[src/rtl/ewc_pkg.sv]
// Purpose: Constants for the EEPROM write-lock and polling controller
// Assumes: 40 MHz i_mclk, APB register access, 32K x 8 parallel EEPROM
// Notes: Times are kept in ns with derived cycle counts
package ewc_pkg;
  localparam int unsigned CLK_NS = 25;
  localparam logic [14:0] ADDR_CMD_A = 15'h5555;
  localparam logic [14:0] ADDR_CMD_B = 15'h2aaa;
  localparam logic [7:0] DAT_KEY_A = 8'haa;
  localparam logic [7:0] DAT_KEY_B = 8'h55;
  localparam logic [7:0] DAT_SET_LOCK = 8'ha0;
  localparam logic [7:0] DAT_EXT = 8'h80;
  localparam logic [7:0] DAT_CLR_LOCK = 8'h20;
  localparam logic [7:0] DAT_ERASE = 8'h10;
  localparam logic [7:0] DAT_NO_AUTOERASE = 8'h40;
  localparam int unsigned PAGE_BYTES = 64;
  localparam int unsigned PAGE_COL_BITS = 6;
  // Bus timing of one strobe phase and the poll start delay
  localparam int unsigned STROBE_NS = 100;
  localparam int unsigned POLL_DELAY_NS = 500;
  localparam int unsigned STROBE_CYC = (STROBE_NS + CLK_NS - 1) / CLK_NS;
  localparam int unsigned POLL_DELAY_CYC = (POLL_DELAY_NS + CLK_NS - 1) / CLK_NS;
  // Register offsets
  localparam logic [7:0] REG_CTRL = 8'h00;
  localparam logic [7:0] REG_ADDR = 8'h04;
  localparam logic [7:0] REG_DATA = 8'h08;
  localparam logic [7:0] REG_STATUS = 8'h0c;
  localparam logic [7:0] REG_RDATA = 8'h10;
  // Control fields
  localparam int unsigned CTRL_GO = 0;
  localparam int unsigned CTRL_OP_LSB = 1;
  localparam int unsigned CTRL_OP_W = 3;
  localparam int unsigned CTRL_LAST = 4;
  // Status fields
  localparam int unsigned ST_BUSY = 0;
  localparam int unsigned ST_DONE = 1;
  localparam int unsigned ST_POLL_OK = 2;
  localparam int unsigned ST_LOCKED = 3;
  localparam logic [31:0] REG_RESET = 32'h0000_0000;
  typedef enum logic [2:0] {
    OP_READ,
    OP_WRITE,
    OP_LOCKED_WRITE,
    OP_SET_LOCK,
    OP_CLEAR_LOCK,
    OP_CHIP_ERASE,
    OP_NO_AUTOERASE,
    OP_POLL
  } ewc_op_t;
endpackage

[src/rtl/ewc_bus_if.sv]
// Purpose: Pin cycle request/answer between sequencer and pin engine
// Assumes: One request outstanding at a time
// Notes: Engine answers with a one-cycle done pulse
`timescale 1ns/1ps
interface ewc_bus_if;
  logic req;
  logic wr;
  logic [14:0] addr;
  logic [7:0] wdata;
  logic done;
  logic [7:0] rdata;
  modport seq (output req, output wr, output addr, output wdata, input done, input rdata);
  modport eng (input req, input wr, input addr, input wdata, output done, output rdata);
endinterface

[src/rtl/ewc_pin_engine.sv]
// Purpose: Drives one EEPROM read or write cycle on the pins
// Assumes: Device pins are synchronous to i_mclk
// Notes: Only the byte-write pin combination is ever used for writes
`timescale 1ns/1ps
module ewc_pin_engine (
  input wire logic i_mclk,
  input wire logic i_rst,
  ewc_bus_if.eng bus,
  output logic o_ce_n,
  output logic o_oe_n,
  output logic o_we_n,
  output logic [14:0] o_addr,
  output logic [7:0] o_dq,
  output logic o_dq_oe,
  input wire logic [7:0] i_dq
);
  typedef enum logic [1:0] {ENG_IDLE, ENG_SETUP, ENG_STROBE, ENG_HOLD} ewc_eng_t;
  ewc_eng_t state, next_state;
  logic [7:0] cnt, next_cnt;
  logic wr, next_wr;
  logic ce_n, oe_n, we_n, dq_oe, done;
  logic next_ce_n, next_oe_n, next_we_n, next_dq_oe, next_done;
  logic [14:0] addr, next_addr;
  logic [7:0] wdat, next_wdat, rdat, next_rdat;

  always_comb begin
    next_state = state;
    next_cnt = cnt;
    next_wr = wr;
    next_ce_n = ce_n;
    next_oe_n = oe_n;
    next_we_n = we_n;
    next_dq_oe = dq_oe;
    next_done = 1'b0;
    next_addr = addr;
    next_wdat = wdat;
    next_rdat = rdat;
    unique case (state)
      ENG_IDLE: begin
        if (bus.req) begin
          next_wr = bus.wr;
          next_addr = bus.addr;
          next_wdat = bus.wdata;
          next_cnt = 8'(ewc_pkg::STROBE_CYC);
          next_state = ENG_SETUP;
        end
      end
      ENG_SETUP: begin
        // Write: ce low, oe high, we low; read: ce and oe low, we high
        next_ce_n = 1'b0;
        next_oe_n = wr;
        next_we_n = ~wr; // see RULE6
        next_dq_oe = wr;
        next_state = ENG_STROBE;
      end
      ENG_STROBE: begin
        if (cnt == 8'h00) begin
          if (!wr) begin
            next_rdat = i_dq;
          end
          next_we_n = 1'b1;
          next_oe_n = 1'b1;
          next_state = ENG_HOLD;
        end else begin
          next_cnt = cnt - 8'h01;
        end
      end
      ENG_HOLD: begin
        next_ce_n = 1'b1;
        next_dq_oe = 1'b0;
        next_done = 1'b1;
        next_state = ENG_IDLE;
      end
    endcase
  end

  always_ff @(posedge i_mclk) begin
    if (i_rst) begin
      state <= ENG_IDLE;
      cnt <= 8'h00;
      wr <= 1'b0;
      ce_n <= 1'b1;
      oe_n <= 1'b1;
      we_n <= 1'b1;
      dq_oe <= 1'b0;
      done <= 1'b0;
      addr <= 15'h0000;
      wdat <= 8'h00;
      rdat <= 8'h00;
    end else begin
      state <= next_state;
      cnt <= next_cnt;
      wr <= next_wr;
      ce_n <= next_ce_n;
      oe_n <= next_oe_n;
      we_n <= next_we_n;
      dq_oe <= next_dq_oe;
      done <= next_done;
      addr <= next_addr;
      wdat <= next_wdat;
      rdat <= next_rdat;
    end
  end

  assign o_ce_n = ce_n;
  assign o_oe_n = oe_n;
  assign o_we_n = we_n;
  assign o_addr = addr;
  assign o_dq = wdat;
  assign o_dq_oe = dq_oe;
  assign bus.done = done;
  assign bus.rdata = rdat;
endmodule

[src/rtl/ewc_ctrl.sv]
// Purpose: Host controller issuing EEPROM command sequences and polling
// Assumes: APB slave for software, pins synchronous to i_mclk
// Notes: Software loads page bytes one per command; the page ends when the window expires
// Behaviour
// RULE1: While writing, device returns inverted bit seven of last written data.
// RULE2: After the write ends, reading the last address returns true data.
// RULE3: Host waits the poll start delay after the final byte before polling.
// RULE4: Polling mid page load returns inverted bit seven of last loaded byte.
// RULE5: Bit six toggles on each poll read during a write, then stops.
// RULE6: Writes happen only with the byte-write pin combination.
// RULE7: Write lock is off at delivery so plain writes work.
// RULE8: Set lock: AA to 5555, 55 to 2AAA, A0 to 5555, then data.
// RULE9: Device drops a sequence on a wrong step or page timer expiry.
// RULE10: Reads inside a command sequence act as polling reads.
// RULE11: With lock set, every write is preceded by the three-step unlock.
// RULE12: One unlock allows one byte or page load only.
// RULE13: Set sequence alone still sets the lock after the page timer.
// RULE14: Clear lock: AA,55,80,AA,55,20 at 5555/2AAA, then optional data.
// RULE15: Clear sequence alone still clears the lock after the page timer.
// RULE16: Erase and autoerase-disable work locked and unlocked, without data. Code still loads one data byte after the autoerase-disable steps.
// RULE17: Sixth step 10 to 5555 erases the whole array.
// RULE18: Chip erase is accepted only while autoerase is enabled.
// RULE19: Sixth step 40 to 5555 skips erase for the next write only.
// RULE20: Autoerase is enabled on every power-up or reset.
// RULE21: Page load ends after the load window without a new strobe.
// RULE22: Upper page address bits stay constant within one page load.
`timescale 1ns/1ps
module ewc_ctrl #(
  parameter int unsigned POLL_DELAY = ewc_pkg::POLL_DELAY_CYC
) (
  input wire logic i_mclk,
  input wire logic i_rst,
  input wire logic psel,
  input wire logic penable,
  input wire logic pwrite,
  input wire logic [7:0] paddr,
  input wire logic [31:0] pwdata,
  output logic [31:0] prdata,
  output logic pready,
  output logic pslverr,
  output logic o_ce_n,
  output logic o_oe_n,
  output logic o_we_n,
  output logic [14:0] o_addr,
  output logic [7:0] o_dq,
  output logic o_dq_oe,
  input wire logic [7:0] i_dq
);
  typedef enum logic [2:0] {
    SQ_IDLE, SQ_PREFIX, SQ_DATA, SQ_WAIT_DELAY, SQ_POLL, SQ_READ
  } ewc_seq_t;

  ewc_bus_if bus ();

  ewc_pin_engine u_eng (
    .i_mclk(i_mclk),
    .i_rst(i_rst),
    .bus(bus),
    .o_ce_n(o_ce_n),
    .o_oe_n(o_oe_n),
    .o_we_n(o_we_n),
    .o_addr(o_addr),
    .o_dq(o_dq),
    .o_dq_oe(o_dq_oe),
    .i_dq(i_dq)
  );

  ewc_seq_t state, next_state;
  ewc_pkg::ewc_op_t op, next_op;
  logic [2:0] step, next_step;
  logic [2:0] nsteps, next_nsteps;
  logic [31:0] dly, next_dly;
  logic [14:0] addr, next_addr, last_addr, next_last_addr;
  logic [7:0] wdata, next_wdata, last_data, next_last_data, rdata, next_rdata;
  logic busy, next_busy, done, next_done;
  logic poll_ok, next_poll_ok, locked, next_locked;
  logic autoerase_off, next_autoerase_off, prev_b6, next_prev_b6;
  logic req, next_req, wr, next_wr;
  logic [14:0] req_addr, next_req_addr;
  logic [7:0] req_data, next_req_data;
  logic [31:0] prdata_r, next_prdata;
  logic pready_r, next_pready, pslverr_r, next_pslverr;
  logic go;
  logic [14:0] pfx_addr;
  logic [7:0] pfx_data;

  assign go = psel && penable && pwrite && !pready_r && paddr == ewc_pkg::REG_CTRL &&
              pwdata[ewc_pkg::CTRL_GO] && !busy;

  // Prefix table for command steps
  always_comb begin
    pfx_addr = ewc_pkg::ADDR_CMD_A;
    pfx_data = ewc_pkg::DAT_KEY_A;
    unique case (step)
      3'd0, 3'd3: begin
        pfx_addr = ewc_pkg::ADDR_CMD_A;
        pfx_data = ewc_pkg::DAT_KEY_A;
      end
      3'd1, 3'd4: begin
        pfx_addr = ewc_pkg::ADDR_CMD_B;
        pfx_data = ewc_pkg::DAT_KEY_B;
      end
      3'd2: begin
        pfx_addr = ewc_pkg::ADDR_CMD_A;
        pfx_data = (nsteps == 3'd3) ? ewc_pkg::DAT_SET_LOCK : ewc_pkg::DAT_EXT; // see RULE8
      end
      default: begin
        pfx_addr = ewc_pkg::ADDR_CMD_A;
        unique case (op)
          ewc_pkg::OP_CLEAR_LOCK: pfx_data = ewc_pkg::DAT_CLR_LOCK; // see RULE14
          ewc_pkg::OP_CHIP_ERASE: pfx_data = ewc_pkg::DAT_ERASE; // see RULE17
          default: pfx_data = ewc_pkg::DAT_NO_AUTOERASE; // see RULE19
        endcase
      end
    endcase
  end

  always_comb begin
    next_state = state;
    next_op = op;
    next_step = step;
    next_nsteps = nsteps;
    next_dly = dly;
    next_addr = addr;
    next_wdata = wdata;
    next_last_addr = last_addr;
    next_last_data = last_data;
    next_rdata = rdata;
    next_busy = busy;
    next_done = done;
    next_poll_ok = poll_ok;
    next_locked = locked;
    next_autoerase_off = autoerase_off;
    next_prev_b6 = prev_b6;
    next_req = 1'b0;
    next_wr = wr;
    next_req_addr = req_addr;
    next_req_data = req_data;
    next_prdata = prdata_r;
    next_pready = 1'b0;
    next_pslverr = 1'b0;
    // APB slave, one wait state
    if (psel && penable && !pready_r) begin
      next_pready = 1'b1;
      if (pwrite) begin
        unique case (paddr)
          ewc_pkg::REG_CTRL: begin
            if (go) begin
              next_op = ewc_pkg::ewc_op_t'(pwdata[ewc_pkg::CTRL_OP_LSB +: ewc_pkg::CTRL_OP_W]);
              next_busy = 1'b1;
              next_done = 1'b0;
              next_step = 3'd0;
              next_state = SQ_PREFIX;
            end
          end
          ewc_pkg::REG_ADDR: next_addr = pwdata[14:0];
          ewc_pkg::REG_DATA: next_wdata = pwdata[7:0];
          ewc_pkg::REG_STATUS: begin
            if (pwdata[ewc_pkg::ST_DONE]) begin
              next_done = 1'b0;
            end
          end
          default: next_pslverr = 1'b1;
        endcase
      end else begin
        unique case (paddr)
          ewc_pkg::REG_CTRL: next_prdata = {29'h0, op};
          ewc_pkg::REG_ADDR: next_prdata = {17'h0, addr};
          ewc_pkg::REG_DATA: next_prdata = {24'h0, wdata};
          ewc_pkg::REG_STATUS: next_prdata = {28'h0, locked, poll_ok, done, busy};
          ewc_pkg::REG_RDATA: next_prdata = {24'h0, rdata};
          default: begin
            next_prdata = ewc_pkg::REG_RESET;
            next_pslverr = 1'b1;
          end
        endcase
      end
    end
    unique case (state)
      SQ_IDLE: ;
      SQ_PREFIX: begin
        // Number of command steps before data
        unique case (op)
          ewc_pkg::OP_SET_LOCK, ewc_pkg::OP_LOCKED_WRITE: next_nsteps = 3'd3;
          ewc_pkg::OP_CLEAR_LOCK, ewc_pkg::OP_CHIP_ERASE,
          ewc_pkg::OP_NO_AUTOERASE: next_nsteps = 3'd6;
          default: next_nsteps = 3'd0;
        endcase
        if (op == ewc_pkg::OP_READ || op == ewc_pkg::OP_POLL) begin
          next_state = (op == ewc_pkg::OP_POLL) ? SQ_WAIT_DELAY : SQ_READ;
          next_dly = (op == ewc_pkg::OP_POLL) ? POLL_DELAY : 32'h0;
          next_wr = 1'b0;
        end else if (op == ewc_pkg::OP_CHIP_ERASE && autoerase_off) begin
          next_busy = 1'b0; // see RULE18
          next_done = 1'b1;
          next_state = SQ_IDLE;
        end else if (op == ewc_pkg::OP_WRITE) begin
          next_state = SQ_DATA;
        end else if (!bus.req && !req && step < next_nsteps && !(step != 3'd0 && !bus.done)) begin
          // Steps go back to back inside the page load window, see RULE9
          next_req = 1'b1;
          next_wr = 1'b1;
          next_req_addr = pfx_addr;
          next_req_data = pfx_data;
          next_step = step + 3'd1;
        end else if (bus.done && step == next_nsteps) begin
          next_last_addr = ewc_pkg::ADDR_CMD_A;
          next_last_data = req_data;
          if (op == ewc_pkg::OP_SET_LOCK) next_locked = 1'b1; // see RULE13
          if (op == ewc_pkg::OP_CLEAR_LOCK) next_locked = 1'b0; // see RULE15
          if (op == ewc_pkg::OP_NO_AUTOERASE) next_autoerase_off = 1'b1;
          // Erase and set/clear need no data load, see RULE16
          if (op == ewc_pkg::OP_CHIP_ERASE || !last_data_needed(op)) begin
            next_busy = 1'b0;
            next_done = 1'b1;
            next_state = SQ_IDLE;
          end else begin
            next_state = SQ_DATA;
          end
        end
      end
      SQ_DATA: begin
        // Locked plain writes must go through the unlock, see RULE11
        if (op == ewc_pkg::OP_WRITE && locked) begin
          next_op = ewc_pkg::OP_LOCKED_WRITE;
          next_step = 3'd0;
          next_state = SQ_PREFIX;
        end else if (!req && !bus.req && !(bus.done && 1'b0)) begin
          next_req = 1'b1;
          next_wr = 1'b1;
          next_req_addr = addr;
          next_req_data = wdata;
          next_state = SQ_READ;
          next_dly = 32'h0;
        end
      end
      SQ_WAIT_DELAY: begin
        if (dly == 32'h0) begin
          next_req = 1'b1;
          next_wr = 1'b0;
          next_req_addr = last_addr;
          next_state = SQ_POLL;
        end else begin
          next_dly = dly - 32'h1; // see RULE3
        end
      end
      SQ_POLL: begin
        if (bus.done) begin
          next_rdata = bus.rdata;
          next_prev_b6 = bus.rdata[6];
          // True data and steady bit six mean the write ended, see RULE1, RULE2, RULE5
          next_poll_ok = (bus.rdata[7] == last_data[7]) && (bus.rdata[6] == prev_b6);
          if (next_poll_ok) begin
            next_autoerase_off = 1'b0; // see RULE19
          end
          next_busy = 1'b0;
          next_done = 1'b1;
          next_state = SQ_IDLE;
        end
      end
      SQ_READ: begin
        if (wr && bus.done) begin
          // Page byte loaded; last byte lets the window expire, see RULE21
          next_last_addr = req_addr;
          next_last_data = req_data;
          next_poll_ok = 1'b0;
          next_busy = 1'b0;
          next_done = 1'b1;
          next_state = SQ_IDLE;
        end else if (!wr && !req && !bus.req && dly == 32'h0) begin
          next_req = 1'b1;
          next_req_addr = addr; // see RULE10
          next_dly = 32'h1;
        end else if (!wr && bus.done) begin
          next_rdata = bus.rdata; // see RULE4
          next_busy = 1'b0;
          next_done = 1'b1;
          next_state = SQ_IDLE;
        end
      end
      default: next_state = SQ_IDLE;
    endcase
  end

  function automatic logic last_data_needed(input ewc_pkg::ewc_op_t o);
    last_data_needed = (o == ewc_pkg::OP_LOCKED_WRITE) || (o == ewc_pkg::OP_NO_AUTOERASE);
  endfunction

  always_ff @(posedge i_mclk) begin
    if (i_rst) begin
      state <= SQ_IDLE;
      op <= ewc_pkg::OP_READ;
      step <= 3'd0;
      nsteps <= 3'd0;
      dly <= 32'h0;
      addr <= 15'h0000;
      wdata <= 8'h00;
      last_addr <= 15'h0000;
      last_data <= 8'h00;
      rdata <= 8'h00;
      busy <= 1'b0;
      done <= 1'b0;
      poll_ok <= 1'b0;
      locked <= 1'b0; // see RULE7
      autoerase_off <= 1'b0; // see RULE20
      prev_b6 <= 1'b0;
      req <= 1'b0;
      wr <= 1'b0;
      req_addr <= 15'h0000;
      req_data <= 8'h00;
      prdata_r <= ewc_pkg::REG_RESET;
      pready_r <= 1'b0;
      pslverr_r <= 1'b0;
    end else begin
      state <= next_state;
      op <= next_op;
      step <= next_step;
      nsteps <= next_nsteps;
      dly <= next_dly;
      addr <= next_addr;
      wdata <= next_wdata;
      last_addr <= next_last_addr;
      last_data <= next_last_data;
      rdata <= next_rdata;
      busy <= next_busy;
      done <= next_done;
      poll_ok <= next_poll_ok;
      locked <= next_locked;
      autoerase_off <= next_autoerase_off;
      prev_b6 <= next_prev_b6;
      req <= next_req;
      wr <= next_wr;
      req_addr <= next_req_addr;
      req_data <= next_req_data;
      prdata_r <= next_prdata;
      pready_r <= next_pready;
      pslverr_r <= next_pslverr;
    end
  end

  // Page address bits are software's to keep constant, see RULE22
  assign bus.req = req;
  assign bus.wr = wr;
  assign bus.addr = req_addr;
  assign bus.wdata = req_data;
  assign prdata = prdata_r;
  assign pready = pready_r;
  assign pslverr = pslverr_r;
endmodule

[config.mk]
export PLATFORM = sky130hd
export DESIGN_NAME = ewc_ctrl
export DESIGN_NICKNAME = d
export VERILOG_FILES = /design/src/rtl/ewc_pkg.sv /design/src/rtl/ewc_bus_if.sv /design/src/rtl/ewc_pin_engine.sv /design/src/rtl/ewc_ctrl.sv
export SDC_FILE = /design/constraint.sdc
export NUM_CORES = 1
export LEC_CHECK = 0
export BUFFER_PORTS_ARGS = -buffer_cell sky130_fd_sc_hd__buf_2
export CORE_ASPECT_RATIO = 0.6
export CORE_UTILIZATION = 45
export DETAILED_ROUTE_END_ITERATION = 12
export PLACE_DENSITY = 0.71
export SYNTH_ARGS = -nofsm -noshare
export SYNTH_HDL_FRONTEND = slang
export SYNTH_SLANG_ARGS = --single-unit
[constraint.sdc]
create_clock -name i_mclk -period 3.45 [get_ports i_mclk]
set_input_delay 0.69 -clock i_mclk [delete_from_list [all_inputs] [get_ports i_mclk]]
set_output_delay 0.69 -clock i_mclk [all_outputs]
set_load 0.005 [all_outputs]
==> impl_metrics.json <==
{
  "yosys.area_share.simple": 0.246,
  "synthAdderAreaFrac": 0.0222,
  "clockBufferDepth": 2,
  "root_buffer": "clkbuf_16",
  "power_density_mw_per_mm2": 452,
  "gr-total-overflow": 0,
  "fill_cells": 1717,
  "hold_path.class": "reg2reg",
  "tightest_slew_ps": 1150,
  "hold_violations": 0,
  "min_path_cells": 2,
  "drive_gt1_frac": 0.142,
  "finalSetupViolations": 0,
  "fin_nets": 1153,
  "via_per_inst": 5.66,
  "gp_congestion": 0.899,
  "synth.distinct_cells": 71,
  "synth_compound_area_frac": 0.175,
  "reg2reg_depth": 6,
  "peakVddDrop_v": 0.000352,
  "fin_ws_ps": 306,
  "r2r_end": "dly[24]",
  "dpl_worst_slack_ps": 337,
  "regArea_mm2": 0.00372,
  "violations": "DRC",
  "worstSetupEndpointType": "register",
  "die-area_mm2": 0.0194,
  "numCtsBuffers": 17,
  "finClkSkew_ps": 13.7,
  "grt_pass1_vias": 6945,
  "netlist_instances": 1024,
  "cts_setup_buffers": 0,
  "ys_seq_area_frac": 0.440,
  "synth_area_mm2": 0.00846,
  "die_h_um": 108,
  "drc": 4,
  "rows": 38,
  "wl_per_cell_um": 16.5,
  "synthFlopType": "dfxtp_1",
  "first_pass_iters": 10,
  "htreeDepth": 4,
  "path_max_fanout": 15,
  "busiest_layer": "met1",
  "worstHoldStart": "bus.wdata[0]",
  "required_ps": 3830,
  "outcome": "finished, violations left",
  "synth-seq-cells": 186,
  "synth_edf_count": 0,
  "finalCriticalPeriod_ps": 3140,
  "yosys.area.top_type": "dfxtp_1",
  "finalPower_mw": 4.37,
  "ys_top_cells_by_area": "dfxtp_1 44%, nand2_1 6.3%, nor2_1 5.7%",
  "totalNegativeSetupSlack_ps": 0,
  "drv_cap": 0,
  "r2r_setup_slack_ps": 310,
  "async_reset_ff_frac": 0,
  "multi_input_area_mm2": 0.00433,
  "hpwl_um": 15500,
  "syn_to_final_growth_pct": 14.2,
  "grt_max_degree": 106,
  "clkTransAtPathRegs_ps": 80,
  "arrival_ps": 3520,
  "crit_type": "reg2reg",
  "synthMuxAreaShare": 0.0413,
  "min_to": "u_eng.o_dq[0]",
  "die_w_um": 179,
  "wl_um": 22100,
  "met2_usage": 0.349,
  "holdBufCountCts": 0,
  "ys_warn_count": 0,
  "fmax_mhz": 318,
  "final_antenna_net_count": 0,
  "met1_usage": 0.349,
  "synth.avg_cell_area_um2": 8.26,
  "synth_top_family_by_area": "simple AND/OR/NAND/NOR gates",
  "core_mm2": 0.0183,
  "post-synth-top-count-cell": "dfxtp_1",
  "start_util": 0.463,
  "grt_pass1_wl_um": 36300,
  "antenna_found_initial": 0,
  "rsz0062_at_grt": "no",
  "post_cts_resized": 0,
  "cts.sinks": 186,
  "synth-xor-area-share": 0.0197,
  "synth_top_area_frac": 0.440,
  "drtIter0Drc": 695,
  "place.port_buffers": 79,
  "vias": 7567,
  "timing.rr.start": "dly[17]",
  "cts_tree": "built",
  "p_leak_nw": 3.65,
  "fin_crit_sh": 0.911,
  "worst_slew_margin_rel": 0.232,
  "grt.met3_usage": 0.0591,
  "clk_latency_ps": 440,
  "ios": 114,
  "track_usage": 0.239,
  "n_antenna_cell": 0,
  "slew_violations": 0,
  "cp-start-kind": "register",
  "fin_util": 0.529,
  "synth_commonest_cells": "186 x dfxtp_1, 142 x nand2_1, 129 x nor2_1"
}
==> cell type report <==
type                    count  area share
flip-flops and latches    186       0.385
clock buffers              17      0.0440
multi-input cells         751       0.448
repair buffers            109      0.0645
well taps                 240      0.0311
clock inverters            15      0.0193
inverters                  20     0.00777
==> worst max path at each step <==
stage / from / to / slack [ps] / cells past startpoint
6_report: dly[17] / dly[24] / 310 / 6
3_5_place_dp: dly[17] / dly[24] / 340 / 6
5_1_grt: op[2] / bus.addr[0] / 150 / 10
4_1_cts: dly[17] / dly[24] / 310 / 6
2_1_floorplan: op[1] / last_addr[13] / 2 / 11
3_3_place_gp: dly[17] / dly[24] / 360 / 6
==> state kept, by name (all words and copies together) (netlist names), 2 cells and up <==
| register | flops |
|---|---|
| op | 3 |
| step | 3 |
| nsteps | 3 |
| u_eng.state | 2 |
| bus.addr | 15 |
| u_eng.bus.rdata | 8 |
| prdata | 15 |
| addr | 15 |
| dly | 32 |
| bus.wdata | 8 |
| u_eng.o_dq | 8 |
| u_eng.o_addr | 15 |
| last_addr | 15 |
| wdata | 8 |
| u_eng.cnt | 8 |
| state | 3 |
| rdata | 8 |
==> per-stage QoR <==
stage,hold slack [ps],instances,cell area [um^2]
global route,478,1338,9670
detailed placement,446,1306,9050
global placement,440,1306,9050
CTS,453,1338,9670
finish,452,1338,9670
floorplan,432,1040,8520
==> cell usage in the layout, fill, tap and decap left out, drive strengths merged, types with 13 or more instances in the layout <==
cell	instances
a211oi	20
a21oi	90
a22oi	23
buf	109
clkbuf	17
conb	17
dfxtp	186
ha	15
inv	25
mux2i	27
nand2	142
nand3	31
nor2	129
nor3	38
o21ai	21
or4	13
xor2	17
==> kinds of logic (layout without fill, tap and decap cells) <==
kind of cell,Yosys count,count (layout)
flops,186,186
simple gates,443,443
buf+inv,103,161
xor+xnor,19,19
mux,31,31
fa+ha+maj,15,15
compound gates,226,226
other cells,1,17
==> per-layer routing <==
| metal | up-vias | wire (um) |
|---|---|---|
| met1 | 3556 | 11000 |
| li1 | 3735 | - |
| met2 | 254 | 9340 |
| met4 | 0 | 274 |
| met3 | 22 | 1510 |
| met5 | - | 0 |
==> where the power goes <==
group / internal (mW) / switching (mW) / leakage (nW)
clock: 1.04 / 0.976 / 0.287
combinational: 0.0663 / 0.111 / 1.87
sequential: 2.16 / 0.0116 / 1.50
total: 3.27 / 1.10 / 3.65
==> critical path: stages, from the launching register on <==
cell     delay (ps)
dfxtp_1         370
or4_4           570
or4_1           690
o31ai_4         360
nand4_2         360
or4b_1          560
a21oi_1         150
Note: power is estimated with default switching activity, not from simulation.
